**src/rtl/alu_consts.vh**
```
// Purpose: Shared constants of the 2-bit micro-function slice datapath.
// Assumes: Included by bare name from the design files under rtl/.
// Notes: Definitions only; the guard keeps a second inclusion harmless.
`ifndef ALU_CONSTS_VH
`define ALU_CONSTS_VH

// Slice and bus widths.
`define WORD_W 2
`define FUNC_W 7
`define FGRP_W 3
`define RGRP_W 4
`define FGRP_HI 6
`define FGRP_LO 4
`define RGRP_HI 3
`define RGRP_LO 0

// Register file: ten scratchpad words, the holding word and the working word.
`define FILE_DEPTH 12
`define IDX_W 4
`define IDX_HOLD 4'hA
`define IDX_WORK 4'hB
`define WORD_RESET 2'h0
`define WORD_ZERO 2'h0
`define WORD_ONES 2'h3
`define CARRY_RESET 1'b0

// Operation groups carried in the upper bits of the function bus.
`define FG_0 3'h0
`define FG_1 3'h1
`define FG_2 3'h2
`define FG_3 3'h3
`define FG_4 3'h4
`define FG_5 3'h5

// Register-selection codes carried in the lower bits of the function bus.
`define RSEL_GRP1_LAST 4'hB
`define RSEL_GRP2_WORK 4'hC
`define RSEL_GRP2_HOLD 4'hD
`define RSEL_GRP3_WORK 4'hE
`define RSEL_GRP3_HOLD 4'hF

// Register group classes derived from the selection code.
`define RCLS_ONE 2'h1
`define RCLS_TWO 2'h2
`define RCLS_THREE 2'h3

`endif

```
**src/rtl/bit_slice_alu.v**
```verilog
// Purpose: Micro-function datapath of a 2-bit bit-slice processing element, groups 1 to 5.
// Assumes: Function bus, mask, carry and data buses come from logic on ref_clk.
// Notes: Groups 0, 6 and 7 hold every register and pass carry_in to carry_out.
// Group 1 with a group I or II selection code is refused in the same way.
// Selection codes 0 to 9 name scratchpad words, 10 the holding word and 11 the working word.
// Codes 12 and 13 name the working and holding word, with the memory bus as operand in groups 3 to 5.
// Codes 14 and 15 name the working and holding word, with the input bus as operand in groups 2 to 4.
// AT stands for the working or holding word that the selection code names.
// The registered carry_out reaches a neighbouring slice one clock later.
// Reset clears every word and carry_out at once, without waiting for a clock.
// A low clk_en freezes every word and carry_out.
`include "alu_consts.vh"

module bit_slice_alu (
   // Clock, reset and clock enable
   input wire ref_clk,
   input wire rst,
   input wire clk_en,
   // Micro-function control from the control unit
   input wire [`FUNC_W-1:0] func_bus,
   input wire [`WORD_W-1:0] k_bus,
   input wire carry_in,
   // Data inputs
   input wire [`WORD_W-1:0] mem_bus,
   input wire [`WORD_W-1:0] input_bus,
   // Registered results
   output wire [`WORD_W-1:0] working_sum,
   output wire [`WORD_W-1:0] holding_word,
   output reg carry_out
);

   // Register file: scratchpad words, then holding, then working word.
   reg [`WORD_W-1:0] file_reg [0:`FILE_DEPTH-1];

   // Decoded fields of the function bus.
   wire [`FGRP_W-1:0] op_group;
   wire [`RGRP_W-1:0] reg_sel;
   reg [1:0] reg_class;
   reg [`IDX_W-1:0] at_idx;

   // Operand views.
   wire [`IDX_W-1:0] scratch_idx;
   wire [`WORD_W-1:0] work_word;
   wire [`WORD_W-1:0] scratch_word;
   wire [`WORD_W-1:0] at_word;
   wire [`WORD_W-1:0] masked_work;

   // Adder connections.
   reg [`WORD_W-1:0] add_a;
   reg [`WORD_W-1:0] add_b;
   wire [`WORD_W-1:0] add_sum;
   wire add_carry;

   // Next-state decisions.
   reg write_en_next;
   reg [`IDX_W-1:0] dest_idx_next;
   reg [`WORD_W-1:0] dest_word_next;
   reg carry_out_next;
   reg [`WORD_W-1:0] logic_word;
   reg use_adder;
   reg use_logic;
   wire result_nonzero;

   integer i;

   assign op_group = func_bus[`FGRP_HI:`FGRP_LO];
   assign reg_sel = func_bus[`RGRP_HI:`RGRP_LO];

   assign work_word = file_reg[`IDX_WORK];
   assign scratch_word = file_reg[scratch_idx];
   assign at_word = file_reg[at_idx];
   assign masked_work = work_word & k_bus;

   // Codes past the last file word would read outside the file, so they fall back to the working word.
   assign scratch_idx = (reg_sel <= `RSEL_GRP1_LAST) ? reg_sel : `IDX_WORK;

   // Word-wise OR of the logic result, the zero test of groups 4 and 5.
   assign result_nonzero = |logic_word;

   assign working_sum = file_reg[`IDX_WORK];
   assign holding_word = file_reg[`IDX_HOLD];

   always @* begin
      reg_class = `RCLS_ONE;
      at_idx = `IDX_WORK;
      case (reg_sel)
         `RSEL_GRP2_WORK: begin
            reg_class = `RCLS_TWO;
            at_idx = `IDX_WORK;
         end
         `RSEL_GRP2_HOLD: begin
            reg_class = `RCLS_TWO;
            at_idx = `IDX_HOLD;
         end
         `RSEL_GRP3_WORK: begin
            reg_class = `RCLS_THREE;
            at_idx = `IDX_WORK;
         end
         `RSEL_GRP3_HOLD: begin
            reg_class = `RCLS_THREE;
            at_idx = `IDX_HOLD;
         end
         default: begin
            reg_class = `RCLS_ONE;
            at_idx = `IDX_WORK;
         end
      endcase
   end

   slice_adder u_adder (
      .addend_a(add_a),
      .addend_b(add_b),
      .carry_in(carry_in),
      .sum(add_sum),
      .carry_out(add_carry)
   );

   // Destination word: group I codes name a file word, the other codes name AT.
   always @* begin
      dest_idx_next = at_idx;
      case (op_group)
         `FG_2: begin
            if (reg_class == `RCLS_ONE) begin
               dest_idx_next = reg_sel;
            end
         end
         `FG_3: begin
            if (reg_class == `RCLS_ONE) begin
               dest_idx_next = reg_sel;
            end
         end
         `FG_4: begin
            if (reg_class == `RCLS_ONE) begin
               dest_idx_next = reg_sel;
            end
         end
         `FG_5: begin
            if (reg_class == `RCLS_ONE) begin
               dest_idx_next = reg_sel;
            end
         end
         default: begin
            dest_idx_next = at_idx;
         end
      endcase
   end

   // Adder operands for the arithmetic groups 1 to 3.
   always @* begin
      add_a = `WORD_ZERO;
      add_b = `WORD_ZERO;
      use_adder = 1'b0;
      case (op_group)
         `FG_1: begin
            if (reg_class == `RCLS_THREE) begin
               add_a = ~at_word | k_bus;
               add_b = at_word & k_bus;
               use_adder = 1'b1;
            end
         end
         `FG_2: begin
            add_b = `WORD_ONES;
            use_adder = 1'b1;
            if (reg_class == `RCLS_THREE) begin
               add_a = input_bus & k_bus;
            end else begin
               // mask 00 gives carry minus one
               add_a = masked_work;
            end
         end
         `FG_3: begin
            use_adder = 1'b1;
            if (reg_class == `RCLS_ONE) begin
               add_a = scratch_word;
               add_b = masked_work;
            end else if (reg_class == `RCLS_TWO) begin
               add_a = mem_bus;
               add_b = masked_work;
            end else begin
               add_a = at_word;
               add_b = input_bus & k_bus;
            end
         end
         default: begin
            use_adder = 1'b0;
         end
      endcase
   end

   // Masked AND results for the logic groups 4 and 5.
   always @* begin
      logic_word = `WORD_ZERO;
      use_logic = 1'b0;
      case (op_group)
         `FG_4: begin
            use_logic = 1'b1;
            if (reg_class == `RCLS_ONE) begin
               logic_word = scratch_word & masked_work;
            end else if (reg_class == `RCLS_TWO) begin
               logic_word = mem_bus & masked_work;
            end else begin
               logic_word = at_word & input_bus & k_bus;
            end
         end
         `FG_5: begin
            use_logic = 1'b1;
            if (reg_class == `RCLS_ONE) begin
               logic_word = k_bus & scratch_word;
            end else if (reg_class == `RCLS_TWO) begin
               logic_word = k_bus & mem_bus;
            end else begin
               // Group 5 with a group III code masks AT.
               logic_word = k_bus & at_word;
            end
         end
         default: begin
            use_logic = 1'b0;
         end
      endcase
   end

   // Result and carry selection.
   always @* begin
      write_en_next = 1'b0;
      dest_word_next = `WORD_ZERO;
      carry_out_next = carry_in;
      if (use_adder) begin
         write_en_next = 1'b1;
         dest_word_next = add_sum;
         carry_out_next = add_carry;
      end else if (use_logic) begin
         write_en_next = 1'b1;
         dest_word_next = logic_word;
         carry_out_next = carry_in | result_nonzero;
      end
   end

   always @(posedge ref_clk or posedge rst) begin
      if (rst) begin
         for (i = 0; i < `FILE_DEPTH; i = i + 1) begin
            file_reg[i] <= `WORD_RESET;
         end
      end else if (clk_en) begin
         if (write_en_next) begin
            file_reg[dest_idx_next] <= dest_word_next;
         end
      end
   end

   always @(posedge ref_clk or posedge rst) begin
      if (rst) begin
         carry_out <= `CARRY_RESET;
      end else if (clk_en) begin
         carry_out <= carry_out_next;
      end
   end

endmodule // bit_slice_alu

```
**src/rtl/slice_adder.v**
```verilog
// Purpose: Two-operand adder with carry in and carry out for one slice word.
// Assumes: Purely combinational; the caller registers the results.
// Notes: Carry out is the bit above the word and chains to the next slice.
`include "alu_consts.vh"

module slice_adder (
   // Operands
   input wire [`WORD_W-1:0] addend_a,
   input wire [`WORD_W-1:0] addend_b,
   input wire carry_in,
   // Result
   output wire [`WORD_W-1:0] sum,
   output wire carry_out
);

   wire [`WORD_W:0] full_sum;

   assign full_sum = {1'b0, addend_a} + {1'b0, addend_b} + {{`WORD_W{1'b0}}, carry_in};
   assign sum = full_sum[`WORD_W-1:0];
   assign carry_out = full_sum[`WORD_W];

endmodule // slice_adder

```
**config.mk**
```make
export PLATFORM = sky130hd
export DESIGN_NAME = bit_slice_alu
export DESIGN_NICKNAME = d
export VERILOG_FILES = /design/src/rtl/bit_slice_alu.v /design/src/rtl/slice_adder.v
export VERILOG_INCLUDE_DIRS = /design/src /design/src/rtl
export SDC_FILE = /design/constraint.sdc
export NUM_CORES = 1
export LEC_CHECK = 0
export BUFFER_PORTS_ARGS = -buffer_cell sky130_fd_sc_hd__buf_2
export CAP_MARGIN = 10
export CORE_MARGIN = 3
export CORE_UTILIZATION = 57
export DETAILED_ROUTE_END_ITERATION = 10
export PLACE_DENSITY = 0.88
export SYNTH_ARGS = -nofsm -noshare
export SYNTH_HDL_FRONTEND = slang
export SYNTH_SLANG_ARGS = --single-unit
```
**constraint.sdc**
```tcl
create_clock -name ref_clk -period 3.7 [get_ports ref_clk]
set_clock_uncertainty 0.2 [all_clocks]
set_input_delay 0.185 -clock ref_clk [delete_from_list [all_inputs] [get_ports ref_clk]]
set_output_delay 0.185 -clock ref_clk [all_outputs]
set_load 0.02 [all_outputs]
```
==> results of run 1 <==
==> cells in the mapped netlist (3+ instances only) <==
| cell | number | area share (%) |
|---|---|---|
| nand3_1 | 4 | 1.2 |
| buf_4 | 7 | 3.1 |
| mux2_2 | 24 | 16 |
| mux2i_1 | 9 | 5.3 |
| mux4_2 | 4 | 5.3 |
| nor3_1 | 3 | 0.88 |
| inv_1 | 8 | 1.8 |
| dfrtp_1 | 25 | 37 |
| buf_2 | 3 | 0.88 |
| a21oi_1 | 3 | 0.88 |
| nor2_1 | 10 | 2.2 |
| nand2_1 | 12 | 2.7 |
| clkbuf_1 | 3 | 0.66 |
| nand2b_1 | 4 | 1.5 |
==> layer usage <==
layer / up-vias / track usage, %
met5: - / 0
met4: 0 / 10.8
met3: 14 / 1.91
met2: 63 / 36.0
met1: 632 / 30.0
li1: 612 / -
==> worst max path at each step <==
stage               cells after the start           start  slack (ns)         endpoint
floorplan                              13     func_bus[0]        0.58  holding_word[1]
global route                            9  working_sum[0]        0.19     file_reg[21]
global placement                       10     func_bus[0]        0.40     file_reg[13]
detailed placement                     10     func_bus[0]        0.31     file_reg[21]
finish                                  9  working_sum[0]        0.45      file_reg[5]
CTS                                     9  working_sum[0]        0.45      file_reg[5]
==> cell type report <==
type / count / area share [%]
Clock buffer: 4 / 1.46
Inverter: 8 / 1.67
Multi-Input combinational cell: 114 / 53.0
Sequential cell: 25 / 34.8
Tap cell: 31 / 2.16
Timing Repair Buffer: 23 / 6.95
==> worst min-delay path: stages <==
cell and delay, ns:
buf_2 0.15, o21ai_0 0.15, a31oi_1 0.04
==> cell families (layout without fill, tap and decap cells) <==
group,Yosys count,in the layout
DFF,25,25
and+or+nand+nor,49,49
buffers and inverters,22,35
AOI/OAI and AO/OA,25,25
xor gates and xnor gates,1,1
muxes,37,37
adders and majority gates,2,2
==> per-stage QoR <==
| step | total power [mW] | setup slack (ns) | std cells | util, % |
|---|---|---|---|---|
| 4_1_cts | 0.596 | 0.451 | 205 | 64.1 |
| 6_report | 0.594 | 0.453 | 205 | 64.1 |
| 2_1_floorplan | 0.446 | 0.584 | 161 | - |
| 3_3_place_gp | 0.475 | 0.401 | 199 | 62.5 |
| 3_5_place_dp | 0.480 | 0.314 | 199 | 62.5 |
| 5_1_grt | 0.624 | 0.193 | 205 | 64.1 |
==> repair_timing <==
item / 4_1_cts / 5_1_grt
hold endpoints to repair: 26 / 0
hold buffers: 2 / 0
gates resized for setup: 0 / 0
==> where the power goes <==
group          internal, mW  switching (mW)
combinational        0.0694          0.0882
clock                0.0421          0.0736
sequential            0.299          0.0212
==> results.json, run 1 <==
{
  "path_clk_slew_ns": 0.12,
  "die-area_um2": 3670,
  "clk_latency_ns": 0.31,
  "gp_congestion": 0.940,
  "cts_made_buffers": 3,
  "die_w_um": 60.6,
  "synth-xor-area-share_pct": 0.515,
  "port_buffers": 21,
  "ys_dominant_reg_cell": "dfrtp_1",
  "cp_cell_sequence": "mux4_2, o221ai_1, nor4_1, a221oi_1, fa_1, fa_1, nand2b_1, o41ai_2, mux2_2",
  "syn_nets": 180,
  "rr_worst_depth": 9,
  "drtIter0Drc": 116,
  "drt-total-wl_mm": 3.72,
  "wl_per_cell_um": 18.2,
  "drtAntennaViolNets": 0,
  "grt_start_max_net_pins": 26,
  "vias_per_cell": 6.44,
  "cp_top_family": "compound AO/OA/AOI/OAI gates",
  "finalSetupViolCount": 0,
  "h-tree-depth": 1,
  "wl_met1_mm": 1.53,
  "final_cell_mix": "25 x dfrtp_1, 24 x mux2_2, 21 x buf_2",
  "yosys_warnings": 0,
  "rows": 19,
  "slew_headroom_pct": 33.4,
  "clock-sinks": 25,
  "avgSynthCellArea_um2": 10.6,
  "cts_buffer_depth": 2,
  "worst_pin_slew_ns": 0.989,
  "grt_pass1_vias": 1323,
  "drive_above_1_share_pct": 32.8,
  "crit_arrival_ns": 3.30,
  "crit_top_cell": "fa_1",
  "antenna_found_initial": 0,
  "hp-class": "primary input to register",
  "clock.fmax_ghz": 0.308,
  "drcViolationCount": 0,
  "final_max_slew_viol_count": 0,
  "largest_reg_flops": 20,
  "r2r_slack_ns": 0.45,
  "synthCells": 161,
  "track_usage_pct": 22.2,
  "io_pins": 22,
  "synth_top_family_by_area": "multiplexers",
  "period_share_pct": 87.8,
  "criticalPathCategory": "register to register",
  "highest_layer": "met4",
  "multi_input_comb_area_um2": 953,
  "wl_met3_um": 268,
  "post_dp_cell_area_um2": 1750,
  "fin_crit_ns": 3.25,
  "async_flop_share_pct": 100,
  "grt_pass1_wl_mm": 6.07,
  "antenna_cells": 0,
  "ys_ff_latch": 25,
  "p_per_area_nw_per_um2": 330,
  "hold_path_startpoint": "clk_en",
  "vias": 1321,
  "r2r_end": "file_reg[5]",
  "min_path_cells": 3,
  "place_hpwl_mm": 2.87,
  "regArea_um2": 626,
  "max-vdd-ir-drop_mv": 0.272,
  "rsz0062_at_grt": "no",
  "fp.coreArea_um2": 2810,
  "clockRootBuffer": "clkbuf_4",
  "synth_edf_count": 0,
  "worstHoldEndpoint": "carry_out",
  "cp-end-kind": "register",
  "fin_area_um2": 1800,
  "firstDrtPassIters": 4,
  "synth-adder-area-share_pct": 2.36,
  "p_leak_nw": 0.841,
  "synth.area.mux_share_pct": 26.5,
  "startpoint_type": "register",
  "area_growth_pct": 5.89,
  "fill_cells": 236,
  "synth_cell_types": 47,
  "final-hold-violation-count": 0,
  "start_util_pct": 60.6,
  "crit_slowest_cell": "mux4_2",
  "nNetsFinal": 194,
  "mostFrequentLayoutCell": "dfrtp_1",
  "grt_overflow": 0,
  "wl_met2_mm": 1.80,
  "seq_area_frac_synth_pct": 36.8,
  "dieHeight_um": 60.6,
  "setup_tns_ns": 0,
  "hold_ws_ns": 0.0335,
  "synth-simple-area-share_pct": 14.6,
  "synth-compound-area-share_pct": 12.2,
  "cts_setup_buffers": 0,
  "cap_violations": 0,
  "cpPeakStageDelay_ns": 0.48,
  "worstPathMaxFanout": 12,
  "cts_tree": "done",
  "reg2reg_from": "working_sum[0]",
  "status": "completed",
  "synthesis.area_um2": 1700,
  "required_ns": 3.75,
  "critPathBufInv": 0
}
Power figures use the tool's default switching activity.
==> run 2: changes to the inputs <==
--- a/config.mk
+++ b/config.mk
@@ -11,7 +11,7 @@
 export CORE_MARGIN = 3
 export CORE_UTILIZATION = 57
 export DETAILED_ROUTE_END_ITERATION = 10
-export PLACE_DENSITY = 0.88
+export PLACE_DENSITY = 0.83
 export SYNTH_ARGS = -nofsm -noshare
 export SYNTH_HDL_FRONTEND = slang
 export SYNTH_SLANG_ARGS = --single-unit
==> run 2 against run 1 <==
Compared with the run above:
- highest routed layer unchanged
- critical path depth did not move
- cell area is 0.56% lower
- critical endpoint is now file_reg[17]
- largest cell class unchanged
- flip-flop and latch count did not move
- setup slack worse by 0.036 ns
- critical path type unchanged
- hold slack improved by 0.0035 ns
==> results.json, run 2 (synthesized netlist as in run 1, its figures left out) <==
{
  "place_hpwl_mm": 2.97,
  "path_clk_slew_ns": 0.14,
  "cts_setup_buffers": 0,
  "finalSetupViolCount": 0,
  "largest_reg_flops": 20,
  "dieHeight_um": 60.6,
  "drt-total-wl_mm": 4.06,
  "switchingPower_mw": 0.195,
  "cap_violations": 0,
  "p_per_area_nw_per_um2": 338,
  "io_pins": 22,
  "status": "completed",
  "setup_tns_ns": 0,
  "required_ns": 3.76,
  "seqPwrFrac_pct": 53.2,
  "startpoint_type": "register",
  "criticalPathCategory": "register to register",
  "setup_ws_ns": 0.416,
  "grt_overflow": 0,
  "hp-class": "primary input to register",
  "grt_pass1_wl_mm": 6.53,
  "die-area_um2": 3670,
  "grt_pass1_vias": 1359,
  "combPwrFrac_pct": 26.5,
  "drive_above_1_share_pct": 32.9,
  "utilization_pct": 63.8,
  "dp_slack_ns": 0.297,
  "area_growth_pct": 5.30,
  "clock.fmax_ghz": 0.305,
  "rsz0062_at_grt": "no",
  "wl_per_cell_um": 19.9,
  "cts_tree": "done",
  "antenna_found_initial": 0,
  "start_util_pct": 60.6,
  "die_w_um": 60.6,
  "slew_headroom_pct": 24.0,
  "gp_congestion": 0.900,
  "max-vdd-ir-drop_mv": 0.262,
  "cts_made_buffers": 3,
  "h-tree-depth": 1,
  "worst_pin_slew_ns": 1.13,
  "crit_arrival_ns": 3.34,
  "port_buffers": 21,
  "vias": 1376,
  "cts_buffer_depth": 2,
  "power_mw": 0.605,
  "antenna_cells": 0,
  "fp.coreArea_um2": 2810,
  "drcViolationCount": 0,
  "period_share_pct": 88.7,
  "netSwitchingFraction_pct": 32.3,
  "track_usage_pct": 24.1,
  "clockRootBuffer": "clkbuf_4",
  "mostFrequentLayoutCell": "dfrtp_1",
  "p_int_mw": 0.410,
  "clock-sinks": 25,
  "rows": 19,
  "nNetsFinal": 193,
  "grt_start_max_net_pins": 26,
  "drtAntennaViolNets": 0,
  "fill_cells": 220,
  "clockPowerShare_pct": 20.3,
  "firstDrtPassIters": 4,
  "vias_per_cell": 6.75,
  "drtIter0Drc": 177,
  "p_leak_nw": 0.837,
  "worstPathMaxFanout": 12,
  "final_max_slew_viol_count": 0,
  "final_cell_mix": "25 x dfrtp_1, 24 x mux2_2, 21 x buf_2",
  "clk_latency_ns": 0.31,
  "cp-end-kind": "register",
  "final-hold-violation-count": 0,
  "fin_crit_ns": 3.28
}
## run 2: cell types whose count changed in the layout (fill, tap and decap cells not counted), sizes merged
| cell | delta |
|---|---|
| dlygate4sd3 | -1 |
## run 2: critical path, stage by stage, from the launching register on
cell	delay (ns)
dfrtp_1	0.47
mux4_2	0.48
o221ai_1	0.30
nor4_1	0.09
a221oi_1	0.30
fa_1	0.26
fa_1	0.42
nand2b_1	0.17
o41ai_2	0.20
mux2_2	0.33
## run 2: path summary, 6_finish.rpt
check / from / to / slack [ns] / cells past startpoint
worst max-delay path: working_sum[0] / file_reg[17] / 0.42 / 9
worst min-delay path: carry_in / carry_out / 0.04 / 3
worst max register to register: working_sum[0] / file_reg[17] / 0.42 / 9
worst min register to register: file_reg[11] / file_reg[11] / 0.32 / 1
max in group asynchronous: rst / working_sum[0] / 2.36 / 3
min in group asynchronous: rst / file_reg[22] / 0.39 / 3
## run 2: stage by stage
step | instances | instance area [um2] | hold WS (ns)
2_1_floorplan | 161 | 1700 | 0.0123
3_3_place_gp | 199 | 1750 | 0.197
3_5_place_dp | 199 | 1750 | 0.238
4_1_cts | 204 | 1790 | 0.0283
5_1_grt | 204 | 1790 | 0.0319
6_report | 204 | 1790 | 0.0370
## run 2: final cells by class
type	instances	area, um2	area share, %
Multi-Input combinational cell	114	953	53.3
Timing Repair Buffer	22	115	6.43
Clock buffer	4	26.3	1.47
Tap cell	31	38.8	2.17
Sequential cell	25	626	35.0
Inverter	8	30.0	1.68
## run 2: metal layers
layer / track usage (%) / vias to the layer above / share of wire [%]
met4: 8.05 / 0 / 2.3
li1: - / 617 / -
met5: 0 / - / 0
met2: 41.2 / 85 / 49
met1: 31.1 / 660 / 40
met3: 3.83 / 14 / 8.2
## run 2: power by group through the flow
| stage | Clock, mW | Sequential, mW | Combinational (mW) |
|---|---|---|---|
| after global placement | 0 | 0.325 | 0.152 |
| after CTS | 0.125 | 0.321 | 0.159 |
| after floorplan | 0 | 0.319 | 0.126 |
| after detailed placement | 0 | 0.326 | 0.157 |
| final | 0.123 | 0.322 | 0.160 |
| after global routing | 0.138 | 0.325 | 0.174 |
## run 2: what timing repair did
action | CTS | global route
hold buffers | 1 | 0
hold endpoints to repair | 25 | 0
gates resized for setup | 0 | 0
